==> src/verilog/fcp_pkg.sv <==
package fcp_pkg;
  // ****************************************************************
  // command codes and decode masks
  // ****************************************************************
  localparam logic [7:0] OP_SENSE_INT  = 8'h08;
  localparam logic [7:0] OP_SPECIFY    = 8'h03;
  localparam logic [7:0] OP_SENSE_DRV  = 8'h04;
  localparam logic [7:0] OP_SEEK       = 8'h0F;
  localparam logic [7:0] OP_REL_SEEK   = 8'h8F;
  localparam logic [7:0] OP_CONFIGURE  = 8'h13;
  localparam logic [7:0] OP_DUMP       = 8'h0E;
  localparam logic [7:0] OP_READ_ID    = 8'h0A;
  localparam logic [7:0] OP_PERP       = 8'h12;
  localparam logic [7:0] OP_LOCK       = 8'h14;
  localparam logic [7:0] MASK_DIR_MFM  = 8'hBF;
  localparam logic [7:0] MASK_LOCK     = 8'h7F;
  // ****************************************************************
  // field positions and fixed values
  // ****************************************************************
  localparam int         BIT_DIR       = 6;
  localparam int         BIT_LOCK      = 7;
  localparam int         BIT_LOCK_ECHO = 4;
  localparam int         BIT_SEEK_END  = 5;
  localparam int         BIT_HEAD      = 2;
  localparam logic [7:0] ST0_INVALID   = 8'h80;
  localparam logic [1:0] IC_NORMAL     = 2'b00;
  localparam logic [1:0] IC_ABNORMAL   = 2'b01;
  localparam logic [7:0] BYTE_ZERO     = 8'h00;
  localparam int         RES_DEPTH     = 10;
  localparam int         PRM_DEPTH     = 3;
  localparam int         NUM_DRIVES    = 4;
  localparam logic [3:0] RES_SENSE_INT = 4'h2;
  localparam logic [3:0] RES_ONE       = 4'h1;
  localparam logic [3:0] RES_READ_ID   = 4'h7;
  localparam logic [3:0] RES_DUMP      = 4'hA;

  typedef enum logic [3:0] {
    CMD_INVALID, CMD_SENSE_INT, CMD_SPECIFY, CMD_SENSE_DRV, CMD_SEEK,
    CMD_REL_SEEK, CMD_CONFIGURE, CMD_DUMP, CMD_READ_ID, CMD_PERP, CMD_LOCK
  } fcp_cmd_t;

  typedef enum logic [1:0] {ST_IDLE, ST_PARAM, ST_EXEC, ST_RESULT} fcp_state_t;

  // sector id plus status as delivered by the read channel
  typedef struct packed {
    logic [7:0] st0;
    logic [7:0] st1;
    logic [7:0] st2;
    logic [7:0] cyl;
    logic [7:0] head;
    logic [7:0] sector;
    logic [7:0] size;
  } fcp_id_t;

  typedef struct packed {
    logic [7:0] specA;
    logic [7:0] specB;
    logic [7:0] cfgByte;
    logic [7:0] preTrk;
    logic [7:0] perp;
    logic       lock;
  } fcp_cfg_t;
endpackage

==> src/verilog/fcp_command_phases.sv <==
`timescale 1ns/1ns
module fcp_command_phases
  import fcp_pkg::*;
(
  input  wire logic       mclk,
  input  wire logic       reset,
  input  wire logic       cmdWrite,
  input  wire logic [7:0] cmdData,
  input  wire logic       resultRead,
  output logic      [7:0] resultByte,
  output logic            resultValid,
  output logic            cmdReady,
  output logic            standby,
  output logic            seekReq,
  output logic      [7:0] seekCyl,
  output logic      [1:0] seekDrive,
  input  wire logic       seekDone,
  input  wire logic       seekOk,
  input  wire logic [7:0] driveState,
  output logic            readIdReq,
  input  wire logic       idValid,
  input  wire fcp_id_t    idInfo,
  input  wire logic       xferStart,
  input  wire logic [1:0] xferDrive,
  input  wire logic [7:0] xferCyl,
  input  wire logic       xferDone,
  input  wire logic       xferWasFormat,
  input  wire logic [7:0] xferScEot,
  output logic            impliedSeekEn
);
  // ****************************************************************
  // decode
  // ****************************************************************
  function automatic fcp_cmd_t decodeOp(input logic [7:0] b);
    fcp_cmd_t c;
    c = CMD_INVALID;
    if (b == OP_SENSE_INT) c = CMD_SENSE_INT;
    else if (b == OP_SPECIFY) c = CMD_SPECIFY;
    else if (b == OP_SENSE_DRV) c = CMD_SENSE_DRV;
    else if (b == OP_SEEK) c = CMD_SEEK;
    else if ((b & MASK_DIR_MFM) == OP_REL_SEEK) c = CMD_REL_SEEK;
    else if (b == OP_CONFIGURE) c = CMD_CONFIGURE;
    else if (b == OP_DUMP) c = CMD_DUMP;
    else if ((b & MASK_DIR_MFM) == OP_READ_ID) c = CMD_READ_ID;
    else if (b == OP_PERP) c = CMD_PERP;
    else if ((b & MASK_LOCK) == OP_LOCK) c = CMD_LOCK;
    return c;
  endfunction

  function automatic logic [1:0] paramCount(input fcp_cmd_t c);
    logic [1:0] n;
    n = 2'd0;
    case (c)
      CMD_SENSE_DRV, CMD_READ_ID, CMD_PERP: n = 2'd1;
      CMD_SPECIFY, CMD_SEEK, CMD_REL_SEEK:  n = 2'd2;
      CMD_CONFIGURE:                        n = 2'd3;
      default:                              n = 2'd0;
    endcase
    return n;
  endfunction

  fcp_state_t state;
  fcp_cmd_t   cmd;
  logic [7:0] opByte;
  logic [7:0] prm [PRM_DEPTH];
  logic [1:0] prmIdx;
  logic [7:0] res [RES_DEPTH];
  logic [3:0] resIdx;
  logic [3:0] resCount;
  logic [7:0] current_cylinder_position [NUM_DRIVES];
  fcp_cfg_t   cfg;
  logic [7:0] scEot;
  logic [7:0] intSt0;
  logic       intPending;
  logic [1:0] selDrive;
  logic       selHead;

  wire fcp_cmd_t   newCmd    = decodeOp(cmdData);
  wire logic [1:0] newParams = paramCount(newCmd);
  wire logic       takeCmd   = (state == ST_IDLE) && cmdWrite;
  wire logic       takePrm   = (state == ST_PARAM) && cmdWrite;
  wire logic       lastPrm   = takePrm && (prmIdx == paramCount(cmd) - 2'd1);
  wire logic       lastRes   = (state == ST_RESULT) && resultRead && (resIdx == resCount - 4'd1);
  // drive select from the first parameter byte, kept inside the block
  wire logic [1:0] prmDrive  = prm[0][1:0];
  wire logic [7:0] relTarget = opByte[BIT_DIR] ? current_cylinder_position[prmDrive] + cmdData
                                               : current_cylinder_position[prmDrive] - cmdData;
  wire logic       needSeek  = cfg.cfgByte[BIT_DIR] && xferStart && (xferCyl != current_cylinder_position[xferDrive]);
  wire logic       intClear  = (state == ST_EXEC) && (cmd == CMD_SENSE_INT) && intPending;
  wire logic [7:0] lockEcho  = 8'(cfg.lock) << BIT_LOCK_ECHO;
  wire logic [7:0] seekSt0   = {seekOk ? IC_NORMAL : IC_ABNORMAL, 1'b1, 2'b00,
                                selHead, selDrive};

  // ****************************************************************
  // phase sequencing
  // ****************************************************************
  always_ff @(posedge mclk)
  begin
    if (reset)
    begin
      state  <= ST_IDLE;
      cmd    <= CMD_INVALID;
      opByte <= BYTE_ZERO;
      prmIdx <= 2'd0;
      resIdx <= 4'd0;
    end
    else
    begin
      case (state)
        ST_IDLE:
          if (takeCmd)
          begin
            cmd    <= newCmd;
            opByte <= cmdData;
            prmIdx <= 2'd0;
            state  <= (newParams == 2'd0) ? ST_EXEC : ST_PARAM;
          end
        ST_PARAM:
          if (takePrm)
          begin
            prmIdx <= prmIdx + 2'd1;
            if (lastPrm)
              state <= ST_EXEC;
          end
        ST_EXEC:
          if (!(cmd == CMD_READ_ID && !idValid))
          begin
            resIdx <= 4'd0;
            state  <= (resCount != 4'd0 || cmd != CMD_SPECIFY) ? ST_RESULT : ST_IDLE;
            if (cmd inside {CMD_SPECIFY, CMD_SEEK, CMD_REL_SEEK, CMD_CONFIGURE, CMD_PERP})
              state <= ST_IDLE;
          end
        ST_RESULT:
          if (resultRead)
          begin
            resIdx <= resIdx + 4'd1;
            if (lastRes)
              state <= ST_IDLE;
          end
        default: state <= ST_IDLE;
      endcase
    end
  end

  always_ff @(posedge mclk)
  begin
    if (takePrm)
      prm[prmIdx] <= cmdData;
  end

  // ****************************************************************
  // execution: settings, seeks, result buffer
  // ****************************************************************
  always_ff @(posedge mclk)
  begin
    if (reset)
    begin
      cfg        <= '0;
      scEot      <= BYTE_ZERO;
      intSt0     <= BYTE_ZERO;
      intPending <= 1'b0;
      selDrive   <= 2'd0;
      selHead    <= 1'b0;
      seekReq    <= 1'b0;
      seekCyl    <= BYTE_ZERO;
      seekDrive  <= 2'd0;
      readIdReq  <= 1'b0;
      standby    <= 1'b0;
      resCount   <= 4'd0;
      for (int i = 0; i < NUM_DRIVES; i++)
        current_cylinder_position[i] <= BYTE_ZERO;
    end
    else
    begin
      seekReq   <= 1'b0;
      readIdReq <= 1'b0;
      standby   <= 1'b0;
      if (lastPrm)
      begin
        selDrive <= (cmd == CMD_SENSE_DRV || cmd == CMD_READ_ID) ? cmdData[1:0] : prmDrive;
        selHead  <= (cmd == CMD_SENSE_DRV || cmd == CMD_READ_ID) ? cmdData[BIT_HEAD]
                                                                 : prm[0][BIT_HEAD];
        case (cmd)
          CMD_SPECIFY:   cfg.specB   <= cmdData;
          CMD_CONFIGURE: cfg.preTrk  <= cmdData;
          CMD_PERP:      cfg.perp    <= cmdData;
          CMD_SEEK:
          begin
            seekReq   <= 1'b1;
            seekCyl   <= cmdData;
            seekDrive <= prmDrive;
          end
          CMD_REL_SEEK:
          begin
            seekReq   <= 1'b1;
            seekCyl   <= relTarget;
            seekDrive <= prmDrive;
          end
          default: ;
        endcase
      end
      if (takePrm && prmIdx == 2'd0 && cmd == CMD_SPECIFY)
        cfg.specA <= cmdData;
      if (takePrm && prmIdx == 2'd1 && cmd == CMD_CONFIGURE)
        cfg.cfgByte <= cmdData;
      if (takeCmd && newCmd == CMD_LOCK)
        cfg.lock <= cmdData[BIT_LOCK];
      if (takeCmd && newCmd == CMD_INVALID)
        standby <= 1'b1;
      if (needSeek)
      begin
        seekReq   <= 1'b1;
        seekCyl   <= xferCyl;
        seekDrive <= xferDrive;
      end
      if (xferDone)
        scEot <= xferScEot;
      if (seekDone)
        current_cylinder_position[seekDrive] <= seekCyl;
      if (lastPrm && cmd == CMD_READ_ID)
        readIdReq <= 1'b1;
      // a seek end arriving with the clear keeps the interrupt pending
      if (seekDone)
      begin
        intPending <= 1'b1;
        intSt0     <= seekSt0;
      end
      else if (intClear)
        intPending <= 1'b0;
      if (state == ST_EXEC)
      begin
        for (int i = 0; i < RES_DEPTH; i++)
          res[i] <= BYTE_ZERO;
        resCount <= RES_ONE;
        case (cmd)
          CMD_SENSE_INT:
            if (intPending)
            begin
              res[0]   <= intSt0;
              res[1]   <= current_cylinder_position[intSt0[1:0]];
              resCount <= RES_SENSE_INT;
            end
            else
              res[0] <= ST0_INVALID;
          CMD_SENSE_DRV: res[0] <= driveState;
          CMD_LOCK:      res[0] <= lockEcho;
          CMD_READ_ID:
          begin
            {res[0], res[1], res[2], res[3], res[4], res[5], res[6]} <= idInfo;
            resCount <= RES_READ_ID;
          end
          CMD_DUMP:
          begin
            for (int i = 0; i < NUM_DRIVES; i++)
              res[i] <= current_cylinder_position[i];
            res[4]   <= cfg.specA;
            res[5]   <= cfg.specB;
            res[6]   <= scEot;
            res[7]   <= {cfg.lock, cfg.perp[6:0]};
            res[8]   <= cfg.cfgByte;
            res[9]   <= cfg.preTrk;
            resCount <= RES_DUMP;
          end
          default: res[0] <= ST0_INVALID;
        endcase
      end
    end
  end

  // ****************************************************************
  // host facing outputs, all registered
  // ****************************************************************
  wire logic [3:0] next_resIdx = (state == ST_RESULT && resultRead) ? resIdx + 4'd1 : resIdx;
  wire logic       showRes     = (state == ST_RESULT) && !lastRes;

  always_ff @(posedge mclk)
  begin
    if (reset)
    begin
      resultByte    <= BYTE_ZERO;
      resultValid   <= 1'b0;
      cmdReady      <= 1'b0;
      impliedSeekEn <= 1'b0;
    end
    else
    begin
      // valid waits for the loaded buffer, and the byte stands until it is read
      resultValid   <= showRes;
      resultByte    <= showRes ? res[next_resIdx] : BYTE_ZERO;
      cmdReady      <= (state == ST_IDLE && !cmdWrite) || lastRes;
      impliedSeekEn <= cfg.cfgByte[BIT_DIR];
    end
  end

  // ****************************************************************
  // checks
  // ****************************************************************
  a_invalid_result: assert property (@(posedge mclk) disable iff (reset)
    takeCmd && newCmd == CMD_INVALID |-> ##3 resultValid && resultByte == ST0_INVALID)
    else $error("invalid command did not answer 80h");
  a_invalid_standby: assert property (@(posedge mclk) disable iff (reset)
    takeCmd && newCmd == CMD_INVALID |=> standby)
    else $error("invalid command did not enter standby");
  a_drive_single: assert property (@(posedge mclk) disable iff (reset)
    state == ST_RESULT && cmd == CMD_SENSE_DRV |-> resCount == RES_ONE)
    else $error("sense drive result count wrong");
  a_sense_pair: assert property (@(posedge mclk) disable iff (reset)
    intClear |=> resCount == RES_SENSE_INT && res[0] == $past(intSt0))
    else $error("sense interrupt result mismatch");
  a_lock_echo: assert property (@(posedge mclk) disable iff (reset)
    state == ST_RESULT && cmd == CMD_LOCK |-> res[0] == {3'b000, cfg.lock, 4'b0000})
    else $error("lock echo wrong");
  a_read_id_wait: assert property (@(posedge mclk) disable iff (reset)
    state == ST_EXEC && cmd == CMD_READ_ID && !idValid |=> state == ST_EXEC)
    else $error("read id left execution without id");
  a_read_id_res: assert property (@(posedge mclk) disable iff (reset)
    state == ST_EXEC && cmd == CMD_READ_ID && idValid |=> resCount == RES_READ_ID
      && res[3] == $past(idInfo.cyl) && res[6] == $past(idInfo.size))
    else $error("read id result mismatch");
  a_dump_sc_eot: assert property (@(posedge mclk) disable iff (reset)
    state == ST_EXEC && cmd == CMD_DUMP |=> res[6] == $past(scEot))
    else $error("dump shared byte mismatch");
  a_no_cmd_in_res: assert property (@(posedge mclk) disable iff (reset)
    state == ST_RESULT && !resultRead |=> state == ST_RESULT)
    else $error("result phase ended without read");
  a_implied_seek: assert property (@(posedge mclk) disable iff (reset)
    needSeek |=> seekReq && seekCyl == $past(xferCyl))
    else $error("implied seek not issued");
endmodule

==> config.mk <==
export PLATFORM = sky130hd
export DESIGN_NAME = fcp_command_phases
export DESIGN_NICKNAME = d
export VERILOG_FILES = /design/src/verilog/fcp_pkg.sv /design/src/verilog/fcp_command_phases.sv
export SDC_FILE = /design/constraint.sdc
export NUM_CORES = 1
export LEC_CHECK = 0
export BUFFER_PORTS_ARGS = -buffer_cell sky130_fd_sc_hd__buf_2
export CAP_MARGIN = 15
export CORE_MARGIN = 2
export CORE_UTILIZATION = 63
export CTS_CLUSTER_DIAMETER = 60
export DETAILED_ROUTE_END_ITERATION = 8
export PLACE_DENSITY = 0.91
export SYNTH_ARGS = -nofsm -noshare
export SYNTH_HDL_FRONTEND = slang
export SYNTH_SLANG_ARGS = --single-unit
export TNS_END_PERCENT = 1
==> constraint.sdc <==
create_clock -name mclk -period 9.5 [get_ports mclk]
set_input_delay 0.475 -clock mclk [delete_from_list [all_inputs] [get_ports mclk]]
set_output_delay 0.475 -clock mclk [all_outputs]
set_load 0.01 [all_outputs]
==> results.sh <==
export IMPL_ctsResizeCount=0
export IMPL_max_cap_violations=0
export IMPL_grt_ovfl_total=0
export IMPL_yosys_top_cells_count="edfxtp_1 (115), dfxtp_1 (100), nor2_1 (96)"
export IMPL_dieArea_mm2=0.0180
export IMPL_ys_seq_area_share_pct=51.2
export IMPL_cts_sinks=215
export IMPL_status="complete, no violations"
export IMPL_fillers=1031
export IMPL_crit_path_end_kind="register"
export IMPL_synth_seq_cells=215
export IMPL_dr_first_iter_drc_count=1080
export IMPL_crit_required_ns=9.91
export IMPL_slew_headroom_pct=30.5
export IMPL_place_inst=1195
export IMPL_die_w_um=134
export IMPL_slowest_delay_ns=0.90
export IMPL_antenna_left=0
export IMPL_wirelength_um=29900
export IMPL_worst_slew_pin_slew_ns=1.02
export IMPL_antenna_found_initial=0
export IMPL_vias=8355
export IMPL_core_area_mm2=0.0165
export IMPL_fin_cells=1235
export IMPL_reg2reg_from="state[0]"
export IMPL_hold_class="primary input to register"
export IMPL_path_clk_slew_ns=0.06
export IMPL_reg2reg_depth=4
export IMPL_grt_use_total_pct=33.2
export IMPL_slew_viol_final=0
export IMPL_rows=47
export IMPL_synth_edf_count=115
export IMPL_min_period_ns=3.24
export IMPL_slowest_stage="mux2i_2"
export IMPL_post_synth_top_count_cell="edfxtp_1"
export IMPL_fin_nets=1114
export IMPL_grt_pass1_vias=8160
export IMPL_r2r_end="resultByte[7]"
export IMPL_finalCritPeriodShare_pct=34.1
export IMPL_synth_top_area_share_pct=32.4
export IMPL_cp_max_fo=21
export IMPL_vias_per_cell=6.77
export IMPL_worstHoldPathCells=2
export IMPL_setup_violations=0
export IMPL_cts_tree="built"
export IMPL_holdBufCountCts=0
export IMPL_fin_worst_skew_ns=0.0226
export IMPL_rrSetupSlack_ns=6.26
export IMPL_yosysTopAreaCell="edfxtp_1"
export IMPL_peakVddDrop_mv=0.137
export IMPL_final_hold_viol_count=0
export IMPL_synth_cells=909
export IMPL_max_freq_mhz=309
export IMPL_cts_root_buf="clkbuf_16"
export IMPL_dp_hpwl_um=19200
export IMPL_initial_core_util_pct=64.4
export IMPL_io_pins=124
export IMPL_dominantRegCellSynth="edfxtp_1"
export IMPL_cts_buffers_inserted=22
export IMPL_synth_area_top_cells="edfxtp_1 (32%), dfxtp_1 (19%), mux4_2 (8.5%)"
export IMPL_n_antenna_cell=0
export IMPL_insertion_delay_ns=0.52
export IMPL_syn_num_nets=1024
export IMPL_cp_start_kind="register"
export IMPL_worstHoldStart="seekOk"
export IMPL_p_leak_uw=0.00513
export IMPL_drive_gt1_share_pct=21.9
export IMPL_grt_max_degree=83
export IMPL_die_h_um=134
export IMPL_fin_tns_setup_ns=0
export IMPL_cts_htree_levels=1
export IMPL_postSynthAreaPerCell_um2=11.7
export IMPL_drt_first_pass_iters=9
export IMPL_cts_setup_buffers=0
export IMPL_clockBufferDepth=3
export IMPL_min_to="intSt0[6]"
export IMPL_async_reset_ff_share_pct=0
export IMPL_syn_to_final_growth_pct=13.6
export IMPL_worstPathArrival_ns=3.64
export IMPL_yosysWarnings=0
export IMPL_powerDensity_mw_per_mm2=180
export IMPL_path_cells="and3_1 > mux2i_2 > nand4b_1 > o22ai_1"
export IMPL_ys_types=65
export IMPL_portBuffers=122
export IMPL_gp_congestion=0.886
export IMPL_synth_area_mm2=0.0106
export IMPL_path_class="register to register"
export IMPL_grt_setup_unrepaired="no"
export IMPL_drcViolationCount=0
export IMPL_routedWlPerCell_um=24.2
export IMPL_grt_pass1_wl_um=45400
[placed cells by master, fill, tap and decap left out, types with 13 or more instances in the layout]
cell,count
a21oi_1,27
mux4_2,40
inv_1,17
o21ai_0,18
dfxtp_1,100
nand2b_1,13
clkbuf_16,26
nor3_1,16
and2_1,57
ha_1,14
nor2_1,94
mux2i_1,80
buf_2,121
xnor2_1,19
nand2_1,38
a222oi_1,13
a22o_1,40
edfxtp_1,115
[worst max-delay path by stage]
| stage | startpoint | endpoint | cells past startpoint |
|---|---|---|---|
| 2_1_floorplan | reset | res[0] | 3 |
| 3_3_place_gp | cmdData[0] | seekCyl[7] | 11 |
| 3_5_place_dp | cmdData[0] | seekCyl[7] | 12 |
| 4_1_cts | prm[0][0] | seekCyl[4] | 9 |
| 5_1_grt | prm[0][0] | seekCyl[4] | 9 |
| 6_report | state[0] | resultByte[7] | 4 |
[layout make-up]
| cell class | count | area (um2) | share of cell area [%] |
|---|---|---|---|
| sequential | 215 | 5460 | 45.1 |
| inverter | 17 | 63.8 | 0.528 |
| multi-input combinational | 613 | 4890 | 40.4 |
| clock inverter | 6 | 37.5 | 0.310 |
| tap | 220 | 275 | 2.28 |
| clock buffer | 34 | 701 | 5.79 |
| timing repair buffer | 130 | 673 | 5.56 |
[per-layer routing]
metal	up-vias	part of all wire [%]	global-route usage, %
li1	3579	-	-
met2	660	48	54.9
met4	0	6.0	15.8
met3	164	12	5.40
met1	3952	34	43.1
met5	-	0	0
[logic make-up after synthesis]
group	Yosys count	synth area share (%)
and+or+nand+nor	283	13.6
muxes	127	16.7
DFF	215	51.2
buffers and inverters	81	3.11
AOI/OAI and AO/OA	158	11.0
xor gates and xnor gates	30	2.54
adders and majority gates	15	1.83
[stage by stage]
step | hold WS [ns] | area (um2) | worst slack [ns] | utilization, % | power [uW]
final | 0.208 | 12100 | 6.26 | 73.2 | 2180
after global routing | 0.206 | 12100 | 6.09 | 73.2 | 2230
after CTS | 0.210 | 12100 | 6.29 | 73.2 | 2160
after detailed placement | 0.468 | 11400 | 6.27 | 68.7 | 1310
after global placement | 0.448 | 11400 | 6.36 | 68.7 | 1300
after floorplan | 0.434 | 10600 | 4.76 | - | 1230
[report_power, final]
group	leakage (uW)	internal [uW]	switching [uW]
Combinational	0.00285	103	138
Sequential	0.00192	1020	39.0
Clock	0.000361	510	366
[flip-flops by register name, summed over array words and instances (netlist names), 2 cells and up, named ones only]
register / flops
prmIdx: 2
current_cylinder_position: 32
resIdx: 4
cmd: 4
resCount: 4
cfg: 40
scEot: 8
seekCyl: 8
selDrive: 2
resultByte: 8
seekDrive: 2
intSt0: 5
state: 2
prm: 3
res: 80
[critical path, delay by kind of cell, from the launching register on]
family          cells  cell delay (ns)
simple gates        2             1.13
mux                 1             0.90
flops               1             0.71
compound gates      1             0.39
Note: power is estimated with default switching activity, not from simulation.
